$ cat src/design/vfe_regs_pkg.sv
// Constants for the video front-end configuration register bank.
// How it works
// - Bit 0 of the offset DAC configuration register picks a half-scale (0) or quarter-scale (1) offset range.
// - Two low offset bits per channel (red 3..2, green 5..4, blue 7..6) join the 8-bit channel offset into a 10-bit code.
// - Bits 3..0 of the filter_corner_select register pick the lowpass corner, 000b for 100MHz up to 111b for 780MHz, the default.
// - The 6-bit sampling phase moves the sample point by 5.625 degrees per step.
// - The 8-bit pre-coast field is the number of lines the PLL coasts before vertical sync.
// - The 8-bit post-coast field is the number of lines the PLL coasts after vertical sync starts.
// - With automatic black level off, each 8-bit channel offset drives the top eight bits of the DAC code.
// - In external clamp mode a new DAC code takes effect only at the leading edge of the clamp pulse.
package vfe_regs_pkg;

	localparam int          REG_COUNT         = 11;
	localparam int          REG_WIDTH         = 8;
	localparam int          IDX_LSB           = 2;
	localparam int          IDX_MSB           = 5;

	localparam logic [3:0]  IDX_RED_OFFSET    = 4'h0;
	localparam logic [3:0]  IDX_GREEN_OFFSET  = 4'h1;
	localparam logic [3:0]  IDX_BLUE_OFFSET   = 4'h2;
	localparam logic [3:0]  IDX_OFFSET_DAC    = 4'h3;
	localparam logic [3:0]  IDX_FILTER_CORNER_SELECT     = 4'h4;
	localparam logic [3:0]  IDX_TOTAL_HIGH    = 4'h5;
	localparam logic [3:0]  IDX_TOTAL_LOW     = 4'h6;
	localparam logic [3:0]  IDX_PHASE         = 4'h7;
	localparam logic [3:0]  IDX_COAST_BEFORE  = 4'h8;
	localparam logic [3:0]  IDX_COAST_AFTER   = 4'h9;
	localparam logic [3:0]  IDX_CONTROL       = 4'hA;
	localparam logic [3:0]  IDX_LAST          = 4'hA;

	// Writable bits of each register, index 10 leftmost.
	localparam logic [REG_COUNT-1:0][REG_WIDTH-1:0] REG_MASK = {
		8'h03, 8'hFF, 8'hFF, 8'h3F, 8'hFF, 8'h3F, 8'hFF, 8'hFD, 8'hFF, 8'hFF, 8'hFF
	};
	localparam logic [REG_COUNT-1:0][REG_WIDTH-1:0] REG_RESET = {
		8'h00, 8'h00, 8'h00, 8'h00, 8'h00, 8'h02, 8'h27, 8'h00, 8'h80, 8'h80, 8'h80
	};

	localparam int          RANGE_BIT         = 0;
	localparam int          DAC_LSB_POS       = 2;
	localparam int          DAC_LSB_WIDTH     = 2;
	localparam int          DAC_WIDTH         = 10;
	localparam logic [9:0]  DAC_MID_CODE      = 10'h200;
	localparam int          CORNER_LSB        = 0;
	localparam int          CORNER_WIDTH      = 4;
	localparam int          PEAK_LSB          = 4;
	localparam int          PEAK_WIDTH        = 4;
	localparam int          TOTAL_HIGH_WIDTH  = 6;
	localparam int          TOTAL_WIDTH       = 14;
	localparam int          PHASE_WIDTH       = 6;
	localparam int          CTRL_BLACK_OFF_BIT = 0;
	localparam int          CTRL_EXT_CLAMP_BIT = 1;
	localparam int          CHANNELS          = 3;

endpackage : vfe_regs_pkg

$ cat src/design/vfe_frontend_regs.sv
// Front-end configuration register bank on an AHB-Lite slave port.
`timescale 1ns/100ps
`default_nettype none
module vfe_frontend_regs (
	input  wire logic        hclk,
	input  wire logic        hresetn,
	input  wire logic        hsel,
	input  wire logic [31:0] haddr,
	input  wire logic [1:0]  htrans,
	input  wire logic        hwrite,
	input  wire logic [2:0]  hsize,
	input  wire logic [31:0] hwdata,
	input  wire logic        hready,
	output var  logic [31:0] hrdata,
	output var  logic        hreadyout,
	output var  logic        hresp,
	input  wire logic        clamp_pin,
	output var  logic        offset_range,
	output var  logic [9:0]  red_dac_code,
	output var  logic [9:0]  green_dac_code,
	output var  logic [9:0]  blue_dac_code,
	output var  logic [3:0]  filter_corner_select,
	output var  logic [3:0]  peaking_select,
	output var  logic [13:0] line_total,
	output var  logic [5:0]  sampling_phase,
	output var  logic [7:0]  coast_lines_before,
	output var  logic [7:0]  coast_lines_after,
	output var  logic        auto_black_off
);
	localparam int RW = vfe_regs_pkg::REG_WIDTH;
	localparam int NC = vfe_regs_pkg::CHANNELS;
	localparam int DW = vfe_regs_pkg::DAC_WIDTH;

	logic [vfe_regs_pkg::REG_COUNT-1:0][RW-1:0] regs;
	logic [vfe_regs_pkg::REG_COUNT-1:0][RW-1:0] next_regs;
	logic [3:0]       wr_idx;
	logic [3:0]       next_wr_idx;
	logic             wr_pend;
	logic             next_wr_pend;
	logic             next_wr_pend_hit;
	logic [31:0]      next_hrdata;
	logic             addr_valid;
	logic [3:0]       addr_idx;
	logic             addr_mapped;
	logic             clamp_level;
	logic             clamp_rise;
	logic             ext_clamp;
	logic             apply_now;
	logic [DW-1:0]    applied   [NC];
	logic [DW-1:0]    target    [NC];
	logic [DW-1:0]    next_applied [NC];

	////////////////////////////////////////////////////////////////////////////
	// Bus address phase and write capture.

	assign addr_valid  = hsel & htrans[1] & hready;
	assign addr_idx    = haddr[vfe_regs_pkg::IDX_MSB:vfe_regs_pkg::IDX_LSB];
	assign addr_mapped = (haddr[31:vfe_regs_pkg::IDX_MSB+1] == '0)
		&& (addr_idx <= vfe_regs_pkg::IDX_LAST);

	always_comb begin
		next_wr_pend = 1'b0;
		next_wr_idx  = wr_idx;
		if (hready) begin
			next_wr_pend = addr_valid & hwrite & addr_mapped;
			next_wr_idx  = addr_idx;
		end else begin
			next_wr_pend = wr_pend;
		end
	end
	assign next_wr_pend_hit = wr_pend;

	always_comb begin
		next_regs = regs;
		if (next_wr_pend_hit) begin
			next_regs[wr_idx] = hwdata[RW-1:0] & vfe_regs_pkg::REG_MASK[wr_idx];
		end
	end

	always_comb begin
		next_hrdata = '0;
		if (addr_valid && !hwrite && addr_mapped) begin
			next_hrdata[RW-1:0] = next_regs[addr_idx];
		end
	end

	always_ff @(posedge hclk or negedge hresetn) begin
		if (!hresetn) begin
			regs      <= vfe_regs_pkg::REG_RESET;
			wr_pend   <= 1'b0;
			wr_idx    <= '0;
			hrdata    <= '0;
			hreadyout <= 1'b0;
			hresp     <= 1'b0;
		end else begin
			regs      <= next_regs;
			wr_pend   <= next_wr_pend;
			wr_idx    <= next_wr_idx;
			hrdata    <= next_hrdata;
			hreadyout <= 1'b1;
			hresp     <= 1'b0;
		end
	end

	////////////////////////////////////////////////////////////////////////////
	// Field outputs.

	always_ff @(posedge hclk or negedge hresetn) begin
		if (!hresetn) begin
			offset_range         <= 1'b0;
			filter_corner_select <= '0;
			peaking_select       <= '0;
			line_total           <= '0;
			sampling_phase       <= '0;
			coast_lines_before   <= '0;
			coast_lines_after    <= '0;
			auto_black_off       <= 1'b0;
		end else begin
			offset_range <= regs[vfe_regs_pkg::IDX_OFFSET_DAC][vfe_regs_pkg::RANGE_BIT];
			filter_corner_select <= regs[vfe_regs_pkg::IDX_FILTER_CORNER_SELECT]
				[vfe_regs_pkg::CORNER_LSB +: vfe_regs_pkg::CORNER_WIDTH];
			peaking_select <= regs[vfe_regs_pkg::IDX_FILTER_CORNER_SELECT]
				[vfe_regs_pkg::PEAK_LSB +: vfe_regs_pkg::PEAK_WIDTH];
			line_total <= {regs[vfe_regs_pkg::IDX_TOTAL_HIGH][vfe_regs_pkg::TOTAL_HIGH_WIDTH-1:0],
				regs[vfe_regs_pkg::IDX_TOTAL_LOW]};
			sampling_phase <= regs[vfe_regs_pkg::IDX_PHASE][vfe_regs_pkg::PHASE_WIDTH-1:0];
			coast_lines_before <= regs[vfe_regs_pkg::IDX_COAST_BEFORE];
			coast_lines_after <= regs[vfe_regs_pkg::IDX_COAST_AFTER];
			auto_black_off <= regs[vfe_regs_pkg::IDX_CONTROL][vfe_regs_pkg::CTRL_BLACK_OFF_BIT];
		end
	end

	////////////////////////////////////////////////////////////////////////////
	// Offset DAC codes and clamp-timed update.

	vfe_pin_sync u_clamp_sync (
		.hclk    (hclk),
		.hresetn (hresetn),
		.pin_in  (clamp_pin),
		.level   (clamp_level),
		.rise    (clamp_rise)
	);

	assign ext_clamp = regs[vfe_regs_pkg::IDX_CONTROL][vfe_regs_pkg::CTRL_EXT_CLAMP_BIT];
	assign apply_now = ~ext_clamp | clamp_rise;

	genvar ch;
	generate
		for (ch = 0; ch < NC; ch++) begin : g_chan
			localparam int LSB_POS = vfe_regs_pkg::DAC_LSB_POS + vfe_regs_pkg::DAC_LSB_WIDTH * ch;
			assign target[ch] = regs[vfe_regs_pkg::IDX_CONTROL][vfe_regs_pkg::CTRL_BLACK_OFF_BIT]
				? {regs[ch], regs[vfe_regs_pkg::IDX_OFFSET_DAC][LSB_POS +: vfe_regs_pkg::DAC_LSB_WIDTH]}
				: vfe_regs_pkg::DAC_MID_CODE;
			always_comb begin
				next_applied[ch] = applied[ch];
				if (apply_now) begin
					next_applied[ch] = target[ch];
				end
			end
			always_ff @(posedge hclk or negedge hresetn) begin
				if (!hresetn) begin
					applied[ch] <= vfe_regs_pkg::DAC_MID_CODE;
				end else begin
					applied[ch] <= next_applied[ch];
				end
			end
		end
	endgenerate

	assign red_dac_code   = applied[0];
	assign green_dac_code = applied[1];
	assign blue_dac_code  = applied[2];

	////////////////////////////////////////////////////////////////////////////
	// Checks.

	property p_reserved_zero;
		@(posedge hclk) disable iff (!hresetn) hrdata[31:RW] == '0;
	endproperty
	a_reserved_zero: assert property (p_reserved_zero) else $error("reserved read bits set");

	property p_write_store;
		@(posedge hclk) disable iff (!hresetn)
		wr_pend |=> regs[$past(wr_idx)] ==
			($past(hwdata[RW-1:0]) & vfe_regs_pkg::REG_MASK[$past(wr_idx)]);
	endproperty
	a_write_store: assert property (p_write_store) else $error("write not stored");

	property p_range;
		@(posedge hclk) disable iff (!hresetn)
		$rose(regs[vfe_regs_pkg::IDX_OFFSET_DAC][0]) |=> offset_range;
	endproperty
	a_range: assert property (p_range) else $error("range output lags");

	property p_corner;
		@(posedge hclk) disable iff (!hresetn)
		hresetn |=> filter_corner_select == $past(regs[vfe_regs_pkg::IDX_FILTER_CORNER_SELECT][3:0]);
	endproperty
	a_corner: assert property (p_corner) else $error("corner output wrong");

	property p_phase;
		@(posedge hclk) disable iff (!hresetn)
		hresetn |=> sampling_phase == $past(regs[vfe_regs_pkg::IDX_PHASE][5:0]);
	endproperty
	a_phase: assert property (p_phase) else $error("phase output wrong");

	property p_coast;
		@(posedge hclk) disable iff (!hresetn)
		hresetn |=> coast_lines_before == $past(regs[vfe_regs_pkg::IDX_COAST_BEFORE]);
	endproperty
	a_coast: assert property (p_coast) else $error("pre-coast output wrong");

	property p_post;
		@(posedge hclk) disable iff (!hresetn)
		hresetn |=> coast_lines_after == $past(regs[vfe_regs_pkg::IDX_COAST_AFTER]);
	endproperty
	a_post: assert property (p_post) else $error("post-coast output wrong");

	property p_manual;
		@(posedge hclk) disable iff (!hresetn)
		(!ext_clamp && regs[vfe_regs_pkg::IDX_CONTROL][0]) |=>
			red_dac_code[DW-1:2] == $past(regs[vfe_regs_pkg::IDX_RED_OFFSET]);
	endproperty
	a_manual: assert property (p_manual) else $error("manual upper bits wrong");

	property p_low_bits;
		@(posedge hclk) disable iff (!hresetn)
		(!ext_clamp && regs[vfe_regs_pkg::IDX_CONTROL][0]) |=>
			blue_dac_code[1:0] == $past(regs[vfe_regs_pkg::IDX_OFFSET_DAC][7:6]);
	endproperty
	a_low_bits: assert property (p_low_bits) else $error("low offset bits wrong");

	property p_clamp_hold;
		@(posedge hclk) disable iff (!hresetn)
		(ext_clamp && !clamp_rise) |=> $stable(green_dac_code);
	endproperty
	a_clamp_hold: assert property (p_clamp_hold) else $error("code moved without clamp");

	property p_clamp_take;
		@(posedge hclk) disable iff (!hresetn)
		clamp_rise |=> green_dac_code == $past(target[1]);
	endproperty
	a_clamp_take: assert property (p_clamp_take) else $error("code not taken at clamp");

	property p_bus_ready;
		@(posedge hclk) disable iff (!hresetn)
		hresetn |=> (hreadyout && !hresp);
	endproperty
	a_bus_ready: assert property (p_bus_ready) else $error("bus not ready or error");

	property p_unmapped_read;
		@(posedge hclk) disable iff (!hresetn)
		(addr_valid && !hwrite && !addr_mapped) |=> hrdata == '0;
	endproperty
	a_unmapped_read: assert property (p_unmapped_read) else $error("unmapped read not zero");

	property p_unmapped_write;
		@(posedge hclk) disable iff (!hresetn)
		(addr_valid && hwrite && !addr_mapped) |=> !wr_pend;
	endproperty
	a_unmapped_write: assert property (p_unmapped_write) else $error("unmapped write taken");

	property p_range_fall;
		@(posedge hclk) disable iff (!hresetn)
		$fell(regs[vfe_regs_pkg::IDX_OFFSET_DAC][vfe_regs_pkg::RANGE_BIT]) |=> !offset_range;
	endproperty
	a_range_fall: assert property (p_range_fall) else $error("range output stuck");

	property p_peaking;
		@(posedge hclk) disable iff (!hresetn)
		hresetn |=> peaking_select == $past(regs[vfe_regs_pkg::IDX_FILTER_CORNER_SELECT]
			[vfe_regs_pkg::PEAK_LSB +: vfe_regs_pkg::PEAK_WIDTH]);
	endproperty
	a_peaking: assert property (p_peaking) else $error("peaking output wrong");

	property p_total;
		@(posedge hclk) disable iff (!hresetn)
		hresetn |=> line_total == $past({regs[vfe_regs_pkg::IDX_TOTAL_HIGH]
			[vfe_regs_pkg::TOTAL_HIGH_WIDTH-1:0], regs[vfe_regs_pkg::IDX_TOTAL_LOW]});
	endproperty
	a_total: assert property (p_total) else $error("line total output wrong");

	property p_auto_mid;
		@(posedge hclk) disable iff (!hresetn)
		(!regs[vfe_regs_pkg::IDX_CONTROL][vfe_regs_pkg::CTRL_BLACK_OFF_BIT] && !ext_clamp)
			|=> red_dac_code == vfe_regs_pkg::DAC_MID_CODE;
	endproperty
	a_auto_mid: assert property (p_auto_mid) else $error("automatic mode code wrong");

	property p_rise_pulse;
		@(posedge hclk) disable iff (!hresetn)
		clamp_rise |=> !clamp_rise;
	endproperty
	a_rise_pulse: assert property (p_rise_pulse) else $error("clamp edge held too long");

	c_write: cover property (@(posedge hclk) disable iff (!hresetn) wr_pend);
	c_read: cover property (@(posedge hclk) disable iff (!hresetn)
		addr_valid && !hwrite && addr_mapped);
	c_clamp: cover property (@(posedge hclk) disable iff (!hresetn) ext_clamp && clamp_rise);
	c_level: cover property (@(posedge hclk) disable iff (!hresetn) $fell(clamp_level));

endmodule : vfe_frontend_regs
`default_nettype wire

$ cat src/design/vfe_pin_sync.sv
// Three-stage synchroniser with agreement filter for an external pin.
`timescale 1ns/100ps
`default_nettype none
module vfe_pin_sync (
	input  wire logic hclk,
	input  wire logic hresetn,
	input  wire logic pin_in,
	output var  logic level,
	output var  logic rise
);
	logic       stage1;
	logic       stage2;
	logic       stage3;
	logic       next_level;
	logic       next_rise;

	// The level only moves once the second and third stages agree.
	always_comb begin
		next_level = level;
		if (stage2 == stage3) begin
			next_level = stage3;
		end
		next_rise = next_level & ~level;
	end

	always_ff @(posedge hclk or negedge hresetn) begin
		if (!hresetn) begin
			stage1 <= 1'b0;
			stage2 <= 1'b0;
			stage3 <= 1'b0;
			level  <= 1'b0;
			rise   <= 1'b0;
		end else begin
			stage1 <= pin_in;
			stage2 <= stage1;
			stage3 <= stage2;
			level  <= next_level;
			rise   <= next_rise;
		end
	end
endmodule : vfe_pin_sync
`default_nettype wire

$ cat config.mk
export PLATFORM = sky130hd
export DESIGN_NAME = vfe_frontend_regs
export DESIGN_NICKNAME = d
export VERILOG_FILES = /design/src/design/vfe_regs_pkg.sv /design/src/design/vfe_frontend_regs.sv /design/src/design/vfe_pin_sync.sv
export SDC_FILE = /design/constraint.sdc
export NUM_CORES = 1
export LEC_CHECK = 0
export CAP_MARGIN = 20
export CORE_MARGIN = 2
export CORE_UTILIZATION = 36
export CTS_CLUSTER_SIZE = 16
export DETAILED_ROUTE_END_ITERATION = 10
export DONT_BUFFER_PORTS = 1
export GPL_ROUTABILITY_DRIVEN = 0
export PLACE_DENSITY = 0.48
export SLEW_MARGIN = 20
export SYNTH_ARGS = -nofsm -noshare
export SYNTH_HDL_FRONTEND = slang
export SYNTH_HIERARCHICAL = 1
export SYNTH_SLANG_ARGS = --single-unit
$ cat constraint.sdc
create_clock -name hclk -period 2.8 [get_ports hclk]
set_clock_uncertainty 0.15 [all_clocks]
set_input_delay 0.28 -clock hclk [delete_from_list [all_inputs] [get_ports hclk]]
set_output_delay 0.28 -clock hclk [all_outputs]
set_load 0.02 [all_outputs]
* Yosys cells after proc, flatten, opt, wreduce, memory -nomap -nowiden *
Memories as Yosys holds them, arrays and structs flattened.
Index checks and enable logic that the tools add are counted.

storage, ports and cells
  bits in registers = 183
  bits in read-only memories = 128
  input port bits = 75
  output and inout bits = 110
  logic and storage cells = 64
  memories = 1

memories
  memory           words  width  read ports  clocked after Yosys merged registers in  write ports  line                     RTL
  (no name shown)  16     8      1           0                                        0            vfe_frontend_regs.sv:76  next_regs[wr_idx] = hwdata[RW-1:0] & vfe_regs_pkg::REG_MASK[wr_idx];

operators by class
  magnitude comparators = 4
  equal/unequal tests = 1
  multiplexer cells = 12
  bitwise logic cells = 9
  reductions and logical operators = 6

operators with widths
  operator            number
  $bwmux 88           1
  $mux 88             1
  $bmux 8 s4          1
  $demux 8 s4         1
  $mux 8              4
  $mux 10             3
  $logic_not 26->1    1
  $lt 4x5->1 const B  2
  $and 8x8->8         1
  $and 1x1->1         5
  $ge 4x1->1 const B  1
  $le 4x4->1 const B  1
  $logic_and 1x1->1   4
  $not 1->1           2
  $eq 1x1->1          1
  $logic_not 1->1     1
  $mux 1              1
  $or 1x1->1          1

* Depth between registers and ports, before layout *
  depth after elaboration = 9
  gate-level depth with buffers = 9
  mapped depth without buffers = 6

* Modules after synthesis *
Netlist, hierarchy kept.

modules (own cells, without submodules)
  module             instances  cells each  area each (µm²)  sequential area each (µm²)
  vfe_frontend_regs  1          677         7,507.2          4,468.0
  vfe_pin_sync       1          7           146.4            125.1

* Worst setup path after synthesis *
No wires, ideal clock.

  path type = register to register
  start = register wr_idx[3]
  end = register hrdata[2]
  setup time = 0.126 ns
  arrival time = 1.991 ns
  required time = 2.524 ns
  path slack = 0.533 ns
  cell stages (with the launch flop) = 8
  path buffers = 1
  clock period less this slack = 2.267 ns
  cell sequence = dfrtp_1 buf_2 nand3b_1 nor3_2 mux2i_1 o221ai_1 a31o_2 o311a_1

between the ends
  word-level cells in the longest chain between the ends = 9
  elaborated cells between the ends (all ways) = 13
  those cells by class = order compare (2); mux (8); bitwise (1); reduce/logical (1); memory (1)

RTL lines
  element                                                                line                     RTL
  start: declaration                                                     vfe_frontend_regs.sv:36  logic [3:0] wr_idx;
  start signal: assignment                                               vfe_frontend_regs.sv:98  wr_idx <= next_wr_idx;
  $lt 4x5->1 (not written as such) / $ge 4x1->1 (equally long branches)  vfe_frontend_regs.sv:76
  $logic_and 1x1->1 (not written as such)                                vfe_frontend_regs.sv:76
  $mux 8 (not written as such)                                           vfe_frontend_regs.sv:76
  $demux 8 s4                                                            vfe_frontend_regs.sv:76
  $bwmux 88 *                                                            vfe_frontend_regs.sv:76
  $mux 88 *                                                              vfe_frontend_regs.sv:75  if (next_wr_pend_hit) begin
  $bmux 8 s4 *                                                           vfe_frontend_regs.sv:83  next_hrdata[RW-1:0] = next_regs[addr_idx];
  $mux 8 (not written as such) *                                         vfe_frontend_regs.sv:83
  $mux 8 *                                                               vfe_frontend_regs.sv:82  if (addr_valid && !hwrite && addr_mapped) begin
  named net next_hrdata[2]                                               vfe_frontend_regs.sv:41  logic [31:0] next_hrdata;
  end signal: assignment                                                 vfe_frontend_regs.sv:99  hrdata <= next_hrdata;
  end: declaration                                                       vfe_frontend_regs.sv:14  output var logic [31:0] hrdata,

The timed path passes the listed nets; every way through them passes the cells marked *. The select of a mux whose other input is x is not followed.
A chain may end at the register's enable or synchronous reset.

==> impl_metrics.json <==
{
  "status": "complete, but fails checks",
  "violations": "hold timing",
  "cts_max_level": 4,
  "synthFlopType": "dfrtp_1",
  "worst_slew_pin_slew_ns": 0.7612,
  "root_buffer": "clkbuf_16",
  "overflow": 0,
  "async_flop_share": 1.000,
  "grtUsageTotal": 0.1916,
  "yosys_warnings": 6,
  "ant_nets": 0,
  "crit_type": "register to register",
  "end_kind": "register",
  "drt_first_iter_violations": 422,
  "power_density_nw_per_um2": 682.7,
  "fin_crit_sh": 0.9042,
  "tns_ns": 0,
  "via_per_inst": 5.284,
  "clk_path_buf_depth": 2,
  "cts_buffers": 17,
  "maxCapViolCount": 0,
  "grt_max_degree": 184,
  "io_pins": 185,
  "ir_worst_vdd_mv": 0.3332,
  "layout-drive-gt1-share": 0.1872,
  "period_needed_ns": 2.532,
  "arrival_ns": 2.69,
  "setup_ws_ns": 0.2682,
  "hold_slack_ns": -0.6017,
  "die_w_microns": 149.8,
  "postRouteWirelength_mm": 20.96,
  "rsz0062_at_grt": "no",
  "antenna_found_initial": 2,
  "avgRoutedWirePerCell_microns": 21.00,
  "stdcell_count": 998,
  "cts_setup_buffers": 0,
  "io_buffers": 0,
  "ys_seq_area_frac": 0.6001,
  "die_area_sq_um": 22440,
  "place_ws_ns": 0.3105,
  "initial_utilization": 0.3652,
  "avgSynthCellArea_sq_um": 11.19,
  "hold_viol": 183,
  "clkSinkCount": 183,
  "setup_violations": 0,
  "mappedNetlistArea_sq_um": 7654,
  "firstDrtPassIters": 5,
  "synth_edf_count": 0,
  "cts.clk_slew.worst_paths_ns": 0.06,
  "cts_tree": "done",
  "holdBufCountCts": 15,
  "ys_types": 62,
  "place_inst": 949,
  "drc": 0,
  "required_ns": 2.96,
  "grt_pass1_wl_mm": 31.72,
  "startpoint_type": "register",
  "hp-class": "input pin to async pin",
  "die_h_microns": 149.8,
  "ys_ff_latch": 183,
  "grt_pass1_vias": 5387,
  "syn_to_final_growth_pct": 14.34,
  "num_rows": 53,
  "synth_cells": 684,
  "dpl.hpwl_mm": 14.38,
  "core_sq_um": 20960,
  "leakagePower_nw": 4.130,
  "clk-insertion-delay-late_ns": 0.43,
  "nFillCells": 2022,
  "cts_resized": 0,
  "nets": 783,
  "max_freq_ghz": 0.3950,
  "drv_slew": 0,
  "slew_headroom": 0.4920,
  "crit_fanout": 10,
  "via_count": 5273
}
==> critical path, stage by stage, from the launching register on <==
cell,delay (ns)
dfrtp_1,0.55
nand3b_1,0.28
nor3_2,0.17
buf_4,0.22
mux2_2,0.37
o22ai_1,0.34
nor3_1,0.09
o211a_1,0.24
==> where the power goes <==
part | switching, mW | internal (mW) | leakage, nW | total, mW
combinational | 0.257 | 0.170 | 1.66 | 0.427
clock | 0.993 | 1.51 | 0.295 | 2.50
sequential | 0.231 | 2.82 | 2.18 | 3.05
total | 1.48 | 4.49 | 4.13 | 5.97
==> registers in the layout, summed over array words and instances (netlist names), 6 cells and up <==
| signal | flops |
|---|---|
| coast_lines_after | 8 |
| red_dac_code | 10 |
| regs | 87 |
| blue_dac_code | 10 |
| hrdata | 8 |
| coast_lines_before | 8 |
| green_dac_code | 10 |
| sampling_phase | 6 |
| line_total | 14 |
==> cells by family (layout without fill, tap and decap cells) <==
family	count (synthesis)	after routing	share of synthesized area
AOI/OAI and AO/OA	108	108	0.1028
other	2	28	0.0009812
DFF	183	183	0.6001
and+or+nand+nor	242	242	0.1501
adders and majority gates	1	1	0.001471
xor gates and xnor gates	2	2	0.002289
buffers and inverters	87	100	0.05673
muxes	59	59	0.08550
==> Yosys cell counts, types with 12 or more instances <==
cell      count  share of area
nand3_1      36          0.024
nand2_1     127          0.062
o21ai_0      28          0.018
o211ai_1     14          0.014
dfrtp_1     172           0.56
clkbuf_1     25          0.012
buf_4        26          0.026
nor2_1       21          0.010
inv_1        22          0.011
mux2_2       47          0.069
and2_1       12         0.0098
==> worst paths after layout <==
check | from | end | slack [ns] | cells after the start
max | wr_idx[0] | hrdata[3] | 0.27 | 7
min | hresetn | hreadyout | -0.60 | 0
max reg2reg | wr_idx[0] | hrdata[3] | 0.27 | 7
min reg2reg | u_clamp_sync/stage1 | u_clamp_sync/stage2 | 0.21 | 0
max in group asynchronous | hresetn | regs[37] | 2.75 | 0
min in group hclk | haddr[4] | hrdata[6] | 0.04 | 3
==> cell usage in the layout (no fill, tap or decap), types with 4 or more instances in the layout <==
cell / netlist / final
buf_4: 26 / 30
nor3b_1: 4 / 4
nand4_1: 5 / 5
and2_1: 12 / 12
clkbuf_16: 0 / 17
o211a_1: 8 / 8
nor2_1: 21 / 21
clkbuf_8: 0 / 4
o211ai_1: 14 / 14
clkbuf_1: 25 / 5
o22ai_1: 5 / 5
a21oi_1: 7 / 7
conb_1: 2 / 26
nand2_1: 127 / 127
mux2i_1: 11 / 11
a21boi_0: 5 / 5
dfstp_2: 11 / 11
nor2b_1: 4 / 4
o311a_1: 4 / 4
a31o_2: 4 / 4
inv_1: 22 / 22
nor4_1: 4 / 4
o21ai_0: 28 / 28
dfrtp_1: 172 / 172
mux2_2: 47 / 47
nor3_1: 6 / 6
dlygate4sd3_1: 0 / 15
a31oi_1: 5 / 5
nand2b_1: 6 / 6
nand3_1: 36 / 36
o221ai_1: 4 / 4
==> per-stage QoR <==
stage | utilization | instance area [sq um] | total power [mW] | hold slack [ns]
floorplan | - | 7744 | 3.396 | -0.1656
global placement | 0.3809 | 7981 | 3.481 | -0.1600
detailed placement | 0.3809 | 7981 | 3.492 | -0.1599
CTS | 0.4174 | 8746 | 6.036 | -0.6240
global route | 0.4174 | 8746 | 6.214 | -0.6226
finish | 0.4176 | 8751 | 5.974 | -0.6017
==> layer usage <==
metal  track usage  vias up  wire [microns]
li1              -     2377               -
met1        0.2473     2623            8889
met2        0.2941      228            9639
met3       0.05335       45            1633
met4       0.09953        0             796
met5             0        -               0
==> area by class of cell <==
type / instances / area (sq um) / area share
timing repair buffer: 46 / 395.4 / 0.04518
clock buffer: 26 / 499.2 / 0.05705
clock inverter: 6 / 115.1 / 0.01315
antenna: 2 / 5.005 / 0.0005719
sequential: 183 / 4593 / 0.5249
inverter: 22 / 82.58 / 0.009437
tap: 275 / 344.1 / 0.03932
multi-input combinational: 438 / 2716 / 0.3104
No activity file was read; power rests on OpenSTA's default activity.
